[src/verilog/fdtc_regs.svh]
// constants of the chassis fan duty and temperature control block
// Functional notes
// - first enabled cycle after reset loads 900 or 1200 RPM limit (reset itself loads 0)
// - HIGH switch forces 100% duty
// - AUTO derives duty from temperature and setpoint
// - hottest of eight sensors controls duty
// - setpoint accepts 25 to 65 C, 1 C steps
// - setpoint defaults to 50 C
// - ramp starts 25 C below setpoint
// - duty reaches 100% at setpoint
// - open-loop mapping, no temperature regulation
// - writable speed limit and alarm enable
// - alarm flag sticky until software clear
// - AUTO duty never below 40%
// - duty reduction proportional to distance below setpoint
// - enabled alarm rises when fan too slow
`ifndef FDTC_REGS_SVH
`define FDTC_REGS_SVH

// sensor and fan counts
`define FDTC_NUM_SENSORS 8
`define FDTC_NUM_FANS 3

// duty figures in percent
`define FDTC_DUTY_FULL 7'h64
`define FDTC_DUTY_MIN 7'h28

// ramp below the setpoint: 25 C span, slope 60/25 = 12/5 percent per C
`define FDTC_RAMP_SPAN 10'h019
`define FDTC_SLOPE_NUM 10'h00c
`define FDTC_SLOPE_DEN 10'h005

// full-speed setpoint range and reset value in C
`define FDTC_SP_MIN 7'h19
`define FDTC_SP_MAX 7'h41
`define FDTC_SP_DEFAULT 7'h32

// default minimum speed alarm limits in RPM
`define FDTC_LIMIT_TWO_FAN 16'h0384
`define FDTC_LIMIT_THREE_FAN 16'h04b0

// pwm timing: 125 MHz clock, 25 kHz pwm, 100 steps per period
`define FDTC_CLK_KHZ 125000
`define FDTC_PWM_KHZ 25
`define FDTC_PWM_STEPS 7'h64
`define FDTC_PWM_DIV (`FDTC_CLK_KHZ / (`FDTC_PWM_KHZ * 100))

`endif

[src/verilog/fdtc_pkg.sv]
// types of the chassis fan duty and temperature control block
package fdtc_pkg;

	typedef logic signed [7:0] fdtc_temp_t;

	typedef logic [6:0] fdtc_pct_t;

	typedef enum logic {FDTC_MODE_AUTO, FDTC_MODE_HIGH} fdtc_mode_t;

	typedef struct packed {
		fdtc_temp_t [7:0] temp;
	} fdtc_sensors_t;

	typedef struct packed {
		logic [2:0][15:0] rpm;
	} fdtc_tach_t;

	typedef struct packed {
		logic [6:0] setpoint;
		logic setpoint_wr;
		logic [15:0] limit;
		logic limit_wr;
		logic alarm_en;
		logic alarm_clear;
	} fdtc_settings_t;

	typedef struct packed {
		fdtc_pct_t duty;
		fdtc_temp_t hottest;
		logic [6:0] setpoint;
		logic [15:0] limit;
		logic alarm_en;
		logic alarm;
	} fdtc_status_t;

endpackage

[src/verilog/fdtc_fan_ctrl.sv]
// chassis fan duty control from temperature, with fan speed alarm
`timescale 1ns/1ns
`include "fdtc_regs.svh"
module fdtc_fan_ctrl (
	// clock and reset
	input wire logic clk_in,
	input wire logic reset_in,
	input wire logic clk_en_in,
	// rear panel pins: speed selector and chassis variant strap
	input wire logic speed_high_in,
	input wire logic three_fan_in,
	// sensor readings and tach speeds, same clock domain
	input wire fdtc_pkg::fdtc_sensors_t sensors_in,
	input wire fdtc_pkg::fdtc_tach_t tach_in,
	// software settings
	input wire fdtc_pkg::fdtc_settings_t settings_in,
	// fan drive and status
	output logic fan_pwm_out,
	output fdtc_pkg::fdtc_status_t status_out
);
	logic high_meta_q;
	logic high_q;
	logic var_meta_q;
	logic var_q;
	logic init_q;
	logic three_fan_q;
	fdtc_pkg::fdtc_mode_t mode_w;
	fdtc_pkg::fdtc_temp_t max_w [0:`FDTC_NUM_SENSORS-1];
	fdtc_pkg::fdtc_temp_t hottest_q;
	logic [6:0] setpoint_q;
	logic [15:0] limit_q;
	logic alarm_en_q;
	logic alarm_q;
	logic [`FDTC_NUM_FANS-1:0] slow_w;
	logic fault_w;
	logic signed [9:0] diff_w;
	logic [9:0] drop_w;
	fdtc_pkg::fdtc_pct_t duty_d;
	fdtc_pkg::fdtc_pct_t duty_q;

	// two-stage synchronisers for the rear panel pins
	always_ff @(posedge clk_in) begin
		if (clk_en_in) begin
			high_meta_q <= speed_high_in;
			high_q <= high_meta_q;
			var_meta_q <= three_fan_in;
			var_q <= var_meta_q;
		end
	end

	assign mode_w = high_q ? fdtc_pkg::FDTC_MODE_HIGH : fdtc_pkg::FDTC_MODE_AUTO;

	// hottest sensor by a compare chain
	assign max_w[0] = sensors_in.temp[0];
	for (genvar g = 1; g < `FDTC_NUM_SENSORS; g++) begin : g_max
		assign max_w[g] = (sensors_in.temp[g] > max_w[g-1]) ? sensors_in.temp[g] : max_w[g-1];
	end

	always_ff @(posedge clk_in) begin
		if (reset_in) begin
			hottest_q <= 8'sh00;
		end else if (clk_en_in) begin
			hottest_q <= max_w[`FDTC_NUM_SENSORS-1];
		end
	end

	// setpoint: out-of-range writes are ignored
	always_ff @(posedge clk_in) begin
		if (reset_in) begin
			setpoint_q <= `FDTC_SP_DEFAULT;
		end else if (clk_en_in && settings_in.setpoint_wr &&
			settings_in.setpoint >= `FDTC_SP_MIN && settings_in.setpoint <= `FDTC_SP_MAX) begin
			setpoint_q <= settings_in.setpoint;
		end
	end

	// variant strap caught in the first enabled cycle after reset
	always_ff @(posedge clk_in) begin
		if (reset_in) begin
			init_q <= 1'b1;
			three_fan_q <= 1'b0;
		end else if (clk_en_in && init_q) begin
			init_q <= 1'b0;
			three_fan_q <= var_q;
		end
	end

	// alarm limit: power-on default, then software writes
	always_ff @(posedge clk_in) begin
		if (reset_in) begin
			limit_q <= 16'h0000;
		end else if (clk_en_in) begin
			if (init_q) begin
				limit_q <= var_q ? `FDTC_LIMIT_THREE_FAN : `FDTC_LIMIT_TWO_FAN;
			end else if (settings_in.limit_wr) begin
				limit_q <= settings_in.limit;
			end
		end
	end

	// alarm enable setting
	always_ff @(posedge clk_in) begin
		if (reset_in) begin
			alarm_en_q <= 1'b0;
		end else if (clk_en_in) begin
			alarm_en_q <= settings_in.alarm_en;
		end
	end

	// per fan slow detection; the third fan exists only on the larger chassis
	for (genvar g = 0; g < `FDTC_NUM_FANS; g++) begin : g_slow
		assign slow_w[g] = (tach_in.rpm[g] < limit_q) && ((g != 2) || three_fan_q);
	end

	assign fault_w = alarm_en_q && !init_q && (|slow_w);

	// sticky alarm; a fault in the clear cycle wins
	always_ff @(posedge clk_in) begin
		if (reset_in) begin
			alarm_q <= 1'b0;
		end else if (clk_en_in) begin
			if (fault_w) begin
				alarm_q <= 1'b1;
			end else if (settings_in.alarm_clear) begin
				alarm_q <= 1'b0;
			end
		end
	end

	// open-loop temperature to duty map, no feedback on temperature
	assign diff_w = $signed({3'b000, setpoint_q}) - 10'(hottest_q);
	assign drop_w = 10'((diff_w * $signed(`FDTC_SLOPE_NUM)) / $signed(`FDTC_SLOPE_DEN));

	always_comb begin
		duty_d = `FDTC_DUTY_FULL;
		case (mode_w)
			fdtc_pkg::FDTC_MODE_HIGH: begin
				duty_d = `FDTC_DUTY_FULL;
			end
			fdtc_pkg::FDTC_MODE_AUTO: begin
				if (diff_w <= 10'sd0) begin
					duty_d = `FDTC_DUTY_FULL;
				end else if (diff_w >= $signed(`FDTC_RAMP_SPAN)) begin
					duty_d = `FDTC_DUTY_MIN;
				end else begin
					duty_d = `FDTC_DUTY_FULL - 7'(drop_w);
				end
			end
			default: begin
				duty_d = `FDTC_DUTY_FULL;
			end
		endcase
	end

	always_ff @(posedge clk_in) begin
		if (reset_in) begin
			duty_q <= `FDTC_DUTY_FULL;
		end else if (clk_en_in) begin
			duty_q <= duty_d;
		end
	end

	fdtc_pwm u_pwm (
		.clk_in(clk_in),
		.reset_in(reset_in),
		.clk_en_in(clk_en_in),
		.duty_in(duty_q),
		.pwm_out(fan_pwm_out)
	);

	// status gathered from registers
	assign status_out.duty = duty_q;
	assign status_out.hottest = hottest_q;
	assign status_out.setpoint = setpoint_q;
	assign status_out.limit = limit_q;
	assign status_out.alarm_en = alarm_en_q;
	assign status_out.alarm = alarm_q;

	high_full_duty_a: assert property (@(posedge clk_in) disable iff (reset_in)
		(clk_en_in && high_q) |=> duty_q == `FDTC_DUTY_FULL)
		else $error("high switch without full duty");

	auto_floor_a: assert property (@(posedge clk_in) disable iff (reset_in)
		(clk_en_in && !high_q) |=> duty_q >= `FDTC_DUTY_MIN)
		else $error("auto duty below floor");

	at_setpoint_full_a: assert property (@(posedge clk_in) disable iff (reset_in)
		(clk_en_in && !high_q && $signed({1'b0, setpoint_q}) <= hottest_q)
		|=> duty_q == `FDTC_DUTY_FULL)
		else $error("no full duty at or above setpoint");

	ramp_start_a: assert property (@(posedge clk_in) disable iff (reset_in)
		(clk_en_in && !high_q && diff_w >= 10'sd25) |=> duty_q == `FDTC_DUTY_MIN)
		else $error("duty above floor before ramp start");

	ramp_inside_a: assert property (@(posedge clk_in) disable iff (reset_in)
		(clk_en_in && !high_q && diff_w > 10'sd0 && diff_w < 10'sd25)
		|=> duty_q > `FDTC_DUTY_MIN && duty_q < `FDTC_DUTY_FULL)
		else $error("ramp duty out of band");

	setpoint_range_a: assert property (@(posedge clk_in) disable iff (reset_in)
		setpoint_q >= `FDTC_SP_MIN && setpoint_q <= `FDTC_SP_MAX)
		else $error("setpoint out of range");

	// checked at the first edge after release, so no history is needed at time zero
	setpoint_default_a: assert property (@(posedge clk_in)
		$fell(reset_in) |-> setpoint_q == `FDTC_SP_DEFAULT)
		else $error("setpoint default wrong");

	default_limit_a: assert property (@(posedge clk_in) disable iff (reset_in)
		(clk_en_in && init_q) |=> limit_q == ($past(var_q) ? 16'h04b0 : 16'h0384))
		else $error("default alarm limit wrong");

	alarm_sticky_a: assert property (@(posedge clk_in) disable iff (reset_in)
		(alarm_q && !(clk_en_in && settings_in.alarm_clear)) |=> alarm_q)
		else $error("alarm dropped without clear");

	alarm_raise_a: assert property (@(posedge clk_in) disable iff (reset_in)
		(clk_en_in && alarm_en_q && !init_q && tach_in.rpm[0] < limit_q) |=> alarm_q)
		else $error("slow fan did not raise alarm");

endmodule // fdtc_fan_ctrl

[src/verilog/fdtc_pwm.sv]
// pwm generator turning a duty percentage into the fan drive pin
`timescale 1ns/1ns
`include "fdtc_regs.svh"
module fdtc_pwm (
	// clock and reset
	input wire logic clk_in,
	input wire logic reset_in,
	input wire logic clk_en_in,
	// duty in percent
	input wire logic [6:0] duty_in,
	// fan drive
	output logic pwm_out
);
	localparam logic [5:0] DIV_LAST = 6'(`FDTC_PWM_DIV - 1);

	logic [5:0] pre_q;
	logic [6:0] step_q;
	logic pwm_q;

	// prescaler sets the step rate
	always_ff @(posedge clk_in) begin
		if (reset_in) begin
			pre_q <= 6'h00;
		end else if (clk_en_in) begin
			pre_q <= (pre_q == DIV_LAST) ? 6'h00 : pre_q + 6'h01;
		end
	end

	// step counter walks 0..99
	always_ff @(posedge clk_in) begin
		if (reset_in) begin
			step_q <= 7'h00;
		end else if (clk_en_in && pre_q == DIV_LAST) begin
			step_q <= (step_q == `FDTC_PWM_STEPS - 7'h01) ? 7'h00 : step_q + 7'h01;
		end
	end

	// drive high while step below duty; full drive during reset
	always_ff @(posedge clk_in) begin
		if (reset_in) begin
			pwm_q <= 1'b1;
		end else if (clk_en_in) begin
			pwm_q <= step_q < duty_in;
		end
	end

	assign pwm_out = pwm_q;

	pwm_full_high_a: assert property (@(posedge clk_in) disable iff (reset_in)
		(clk_en_in && duty_in >= `FDTC_DUTY_FULL) |=> pwm_q)
		else $error("pwm low at full duty");

endmodule // fdtc_pwm

[config.mk]
export PLATFORM = sky130hd
export DESIGN_NAME = fdtc_fan_ctrl
export DESIGN_NICKNAME = d
export VERILOG_FILES = /design/src/verilog/fdtc_pkg.sv /design/src/verilog/fdtc_fan_ctrl.sv /design/src/verilog/fdtc_pwm.sv
export VERILOG_INCLUDE_DIRS = /design/src /design/src/verilog
export SDC_FILE = /design/constraint.sdc
export NUM_CORES = 1
export LEC_CHECK = 0
export ABC_AREA = 1
export BUFFER_PORTS_ARGS = -buffer_cell sky130_fd_sc_hd__buf_4
export CORE_ASPECT_RATIO = 0.9
export CORE_MARGIN = 1.5
export CORE_UTILIZATION = 35
export CTS_BUF_LIST = sky130_fd_sc_hd__clkbuf_8
export DETAILED_ROUTE_END_ITERATION = 16
export PLACE_DENSITY_LB_ADDON = 0.1
export SLEW_MARGIN = 20
export SYNTH_ARGS = -nofsm -noshare
export SYNTH_HDL_FRONTEND = slang
export SYNTH_HIERARCHICAL = 1
export SYNTH_SLANG_ARGS = --single-unit
[constraint.sdc]
create_clock -name clk_in -period 41.9 [get_ports clk_in]
set_input_delay 8.38 -clock clk_in [delete_from_list [all_inputs] [get_ports clk_in]]
set_output_delay 8.38 -clock clk_in [all_outputs]
set_load 0.03 [all_outputs]
* Word level (Yosys, flattened, before mapping)
Index checks and enable logic that the tools add are counted.
Operators by class: equal/unequal tests 2, reductions and logical operators 14, bitwise logic cells 1, divide/modulo/power cells 1, $mul 1, muxes and demuxes 18, $lt $le $gt $ge 15, add/subtract/negate cells 4
Operators by type and width (count):
- $gt 8x8->1 | 7
- $mux 8 | 7
- $lt 16x16->1 | 3
- $mux 16 | 2
- $mux 7 | 3
- $pmux 7 s2 | 1
- $mux 11 | 1
- $div 10x4->10 const B | 1
- $ge 9x6->1 const B | 1
- $le 9x1->1 const B | 1
- $mul 9x3->8 const B | 1
- $sub 8x8->9 | 1
- $logic_and 1x1->1 | 8
- $add 7x1->7 const B | 1
- $eq 7x7->1 const B | 1
- $ge 7x5->1 const B | 1
- $le 7x7->1 const B | 1
- $lt 7x7->1 | 1
- $sub 7x7->7 const A | 1
- $add 6x1->6 const B | 1
- $eq 6x6->1 const B | 1
- $mux 6 | 1
- $reduce_and 2->1 | 2
- $reduce_bool 2->1 | 2
- other kinds (4) | 6
Word-level totals: output and inout port bits 41, bits of input ports 144, bits in registers 60

* Longest topological paths before layout
depth after elaboration 14, mapped depth 88, mapped depth without buffers 82

* Hierarchy
Netlist, hierarchy kept.
Modules (own cells, without submodules):
- fdtc_fan_ctrl | area an instance 6899.1 sq um, instances 1, sequential area each 960.9 sq um, cells each 1035
- fdtc_pwm | area an instance 923.4 sq um, instances 1, sequential area each 280.3 sq um, cells each 136

* Least setup slack after synthesis
No wires, ideal clock.
path type input port to flip-flop, start point input sensors_in[3] (netlist name), end point register hottest_q[4], required time 41.768 ns, setup slack 22.224 ns, data arrival time 19.544 ns, cell stages on the path 85, path through inv_1 > ha_1 > nand2_1 > inv_1 > a221oi_1 > o21ai_0 > a211o_1 > a31oi_1 > clkbuf_1 > o21ai_0 > ha_1 > inv_1 > o21bai_1 > a21oi_1 > nor2_1 > nor2_1 > nor2_1 > o41ai_1 > [49 not listed] > nor2_1 > nor2_1 > o41ai_1 > o21ai_0 > o21ai_1 > clkbuf_1 > nand2_1 > o21ai_0 > ha_1 > a21oi_1 > nor2_1 > o41ai_1 > o21ai_0 > nand2_1 > clkbuf_1 > nand2_1 > o211ai_1 > a21oi_1
On the way: cells in the longest elaborated chain, start to end 14
Ends and longest elaborated chain:
- start: declaration | RTL line fdtc_fan_ctrl.sv:13 | input wire fdtc_pkg::fdtc_sensors_t sensors_in,
- $gt 8x8->1 | RTL line fdtc_fan_ctrl.sv:56 | assign max_w[g] = (sensors_in.temp[g] > max_w[g-1]) ? sensors_in.temp[g] : max_w[g-1];
- $mux 8 (*) | RTL line fdtc_fan_ctrl.sv:56
- $gt 8x8->1 | RTL line fdtc_fan_ctrl.sv:56
- $mux 8 (*) | RTL line fdtc_fan_ctrl.sv:56
- $gt 8x8->1 | RTL line fdtc_fan_ctrl.sv:56
- $mux 8 (*) | RTL line fdtc_fan_ctrl.sv:56
- $gt 8x8->1 | RTL line fdtc_fan_ctrl.sv:56
- $mux 8 (*) | RTL line fdtc_fan_ctrl.sv:56
- $gt 8x8->1 | RTL line fdtc_fan_ctrl.sv:56
- $mux 8 (*) | RTL line fdtc_fan_ctrl.sv:56
- $gt 8x8->1 | RTL line fdtc_fan_ctrl.sv:56
- $mux 8 (*) | RTL line fdtc_fan_ctrl.sv:56
- $gt 8x8->1 | RTL line fdtc_fan_ctrl.sv:56
- $mux 8 (*) | RTL line fdtc_fan_ctrl.sv:56
- end signal: assignment | RTL line fdtc_fan_ctrl.sv:63 | hottest_q <= max_w[`FDTC_NUM_SENSORS-1];
- end: declaration | RTL line fdtc_fan_ctrl.sv:29 | fdtc_pkg::fdtc_temp_t hottest_q;
Every way passes the cells marked *; elsewhere a longest branch is shown, timed or not. A chain may end at the register's enable or synchronous reset.

* Final worst setup path
start point input sensors_in[3] (netlist name), end point register hottest_q[0]
The elaborated chain is that of the path after synthesis.

==> results.py <==
metrics = {
    "timing": {
        "setup_viol": 0,
        "rsz0062_at_grt": "no",
        "hold_viol_final": 0,
        "fin_crit_ns": 20.67,
        "relSlewSlack_pct": 45.0,
        "tightest_slew_ns": 0.819,
        "maxSlewViolCount": 0,
        "fmax_ghz": 0.0484,
        "fin_crit_sh_pct": 49.3,
        "holdWs_ns": 0.429,
        "skew_ns": 0.00952,
        "finalSetupTns_ns": 0,
        "setup_ws_ns": 21.23,
    },
    "layout": {
        "drive_above_1_share_pct": 21.1,
        "num-nets-final": 1628,
        "layout_common_cells": "nand2_1 (280), buf_4 (184), inv_1 (142)",
        "n_antenna_cell": 0,
        "fillCellCount": 2303,
        "synthToLayoutAreaGrowth_pct": 23.2,
        "final_common_cell": "nand2_1",
        "multi_input_area_sq_um": 5880,
        "regArea_sq_um": 1240,
        "instances_no_fill": 1638,
    },
    "logic_synthesis": {
        "synth_xor_area_share_pct": 1.98,
        "async_flop_share_pct": 0,
        "synthAdderAreaFrac_pct": 22.9,
        "synth_mux_area_share_pct": 0,
        "netlist_area_sq_um": 7820,
        "synth_ff_type": "dfxtp_1",
        "synth.net_count": 1457,
        "synth_top_family_by_area": "simple AND/OR/NAND/NOR gates",
        "ys_types": 60,
        "postSynthAreaPerCell_sq_um": 6.68,
        "synth_edf_count": 4,
        "synth-simple-area-share_pct": 33.1,
        "ys_seq_area_share_pct": 15.9,
        "synth_compound_gate_area_share_pct": 17.1,
        "yosys_warnings": 6,
        "netlist_instances": 1171,
        "yosys_register_bits": 60,
    },
    "clocking": {
        "clk_pin_slew_worst_paths_ns": 0.08,
        "post_cts_buffers": 0,
        "clock_latency_ns": 0.35,
        "cts_tree": "done",
        "cts.sinks": 60,
        "cts_root_buf": "clkbuf_8",
        "numCtsBuffers": 9,
        "htreeDepth": 3,
        "clk_path_buf_depth": 2,
        "cts_resized": 0,
        "hold_buffers": 0,
    },
    "global_routing": {
        "grt_usage_pct": 18.5,
        "grt_pass1_vias": 7424,
        "grt_max_degree": 36,
        "grt_first_pass_wirelength_mm": 35.5,
        "antenna_found_initial": 0,
        "grt_overflow_total": 0,
    },
    "worst_setup_path": {
        "crit_top_cell": "nor2_1",
        "cp.required_ns": 42.19,
        "cp.arrival_ns": 20.95,
        "crit_slowest_cell": "o21ai_1",
        "cp-end-kind": "flip-flop",
        "cp_max_fo": 16,
        "criticalPathCategory": "in -> reg",
        "cp-start-kind": "primary input",
        "slowest_delay_ns": 0.46,
    },
    "detailed_routing": {
        "drtIter0Drc": 361,
        "first_pass_iters": 5,
        "viasPerCell": 4.92,
        "wire_per_inst_microns": 13.1,
        "num_vias": 8051,
        "drc": 0,
        "ant_nets": 0,
        "finalWirelength_mm": 21.5,
    },
    "die": {
        "num_io_pins": 185,
        "core_region_area_sq_um": 21800,
        "rows": 51,
        "die_h_microns": 145,
        "die-area_sq_um": 23300,
        "die_w_microns": 161,
        "initial_core_util_pct": 35.9,
    },
    "run": {
        "max-cap-violations": 0,
    },
    "run_status": {
        "status": "finished clean",
    },
    "placement": {
        "dp.cells": 1622,
        "pre_cts_ws_ns": 20.69,
        "post-dp-hpwl_mm": 18.1,
        "gp_congestion": 0.839,
        "io_buffers": 184,
    },
    "min_path": {
        "min_path_type": "reg -> reg",
    },
}
worst max-delay path: cells and delay by family:
family,cells,cell delay (ns)
buf+inv,9,0.52
simple gates,20,1.51
fa+ha+maj,7,2.39
compound gates,41,8.12
area by class of cell:
class / count / share of cell area [%]
clock inverter: 7 / 0.688
sequential: 60 / 12.9
clock buffer: 9 / 1.29
timing repair buffer: 184 / 14.3
multi-input combinational: 931 / 61.0
inverter: 156 / 6.07
tap: 291 / 3.78
cells in the mapped netlist (4+ instances only):
cell type	instances	share of area, %
a21oi_1	81	5.2
a31oi_1	7	0.56
clkbuf_1	17	0.82
dfxtp_1	56	14
edfxtp_1	4	1.5
ha_1	140	22
inv_1	141	6.8
inv_2	12	0.58
nand2_1	280	13
nand2_2	26	2.1
nand2_4	15	2.2
nand3_1	76	4.9
nand3_2	7	0.90
nand4_1	45	3.6
nor2_1	70	3.4
nor2_2	4	0.32
nor3_1	5	0.32
o211ai_1	11	1.1
o21ai_0	77	4.9
o21ai_1	10	0.64
o21bai_1	10	0.96
o41ai_1	7	0.78
xnor2_1	5	0.56
xor2_1	9	1.0
through the flow:
stage | util (%) | instance area, sq um
4_1_cts | 44.3 | 9630
3_5_place_dp | 43.4 | 9440
2_1_floorplan | - | 7820
5_1_grt | 44.3 | 9640
3_3_place_gp | 43.4 | 9440
6_report | 44.3 | 9640
logic make-up (layout without fill, tap and decap cells):
group,after synthesis,count (layout)
adders and majority gates,142,142
DFF,60,60
xor gates and xnor gates,16,16
AOI/OAI and AO/OA,229,229
and+or+nand+nor,544,544
buffers and inverters,180,356
state kept, by name, summed over array words and instances (netlist names):
name,cells
limit_q,16
hottest_q,8
duty_q,7
setpoint_q,7
u_pwm/step_q,7
u_pwm/pre_q,6
alarm_en_q,1
alarm_q,1
high_meta_q,1
high_q,1
init_q,1
three_fan_q,1
u_pwm/pwm_out,1
var_meta_q,1
var_q,1
per-layer routing:
| layer | wire (microns) | share of wire (%) | global-route usage [%] |
|---|---|---|---|
| met1 | 11100 | 52 | 26.8 |
| met2 | 9130 | 42 | 29.2 |
| met3 | 1070 | 5.0 | 2.37 |
| met4 | 163 | 0.76 | 3.59 |
| met5 | 0 | 0 | 0 |
worst paths after layout:
path	cells past startpoint	slack (ns)	endpoint	from
setup / recovery	77	21.23	hottest_q[0]	sensors_in[3]
hold / removal	0	0.43	var_q	var_meta_q
setup reg to reg	64	33.15	duty_q[6]	hottest_q[0]
hold reg to reg	0	0.43	var_q	var_meta_q
Power is not shown: default switching activity piles up to over one toggle a cycle in this logic, so the estimate is an artifact.
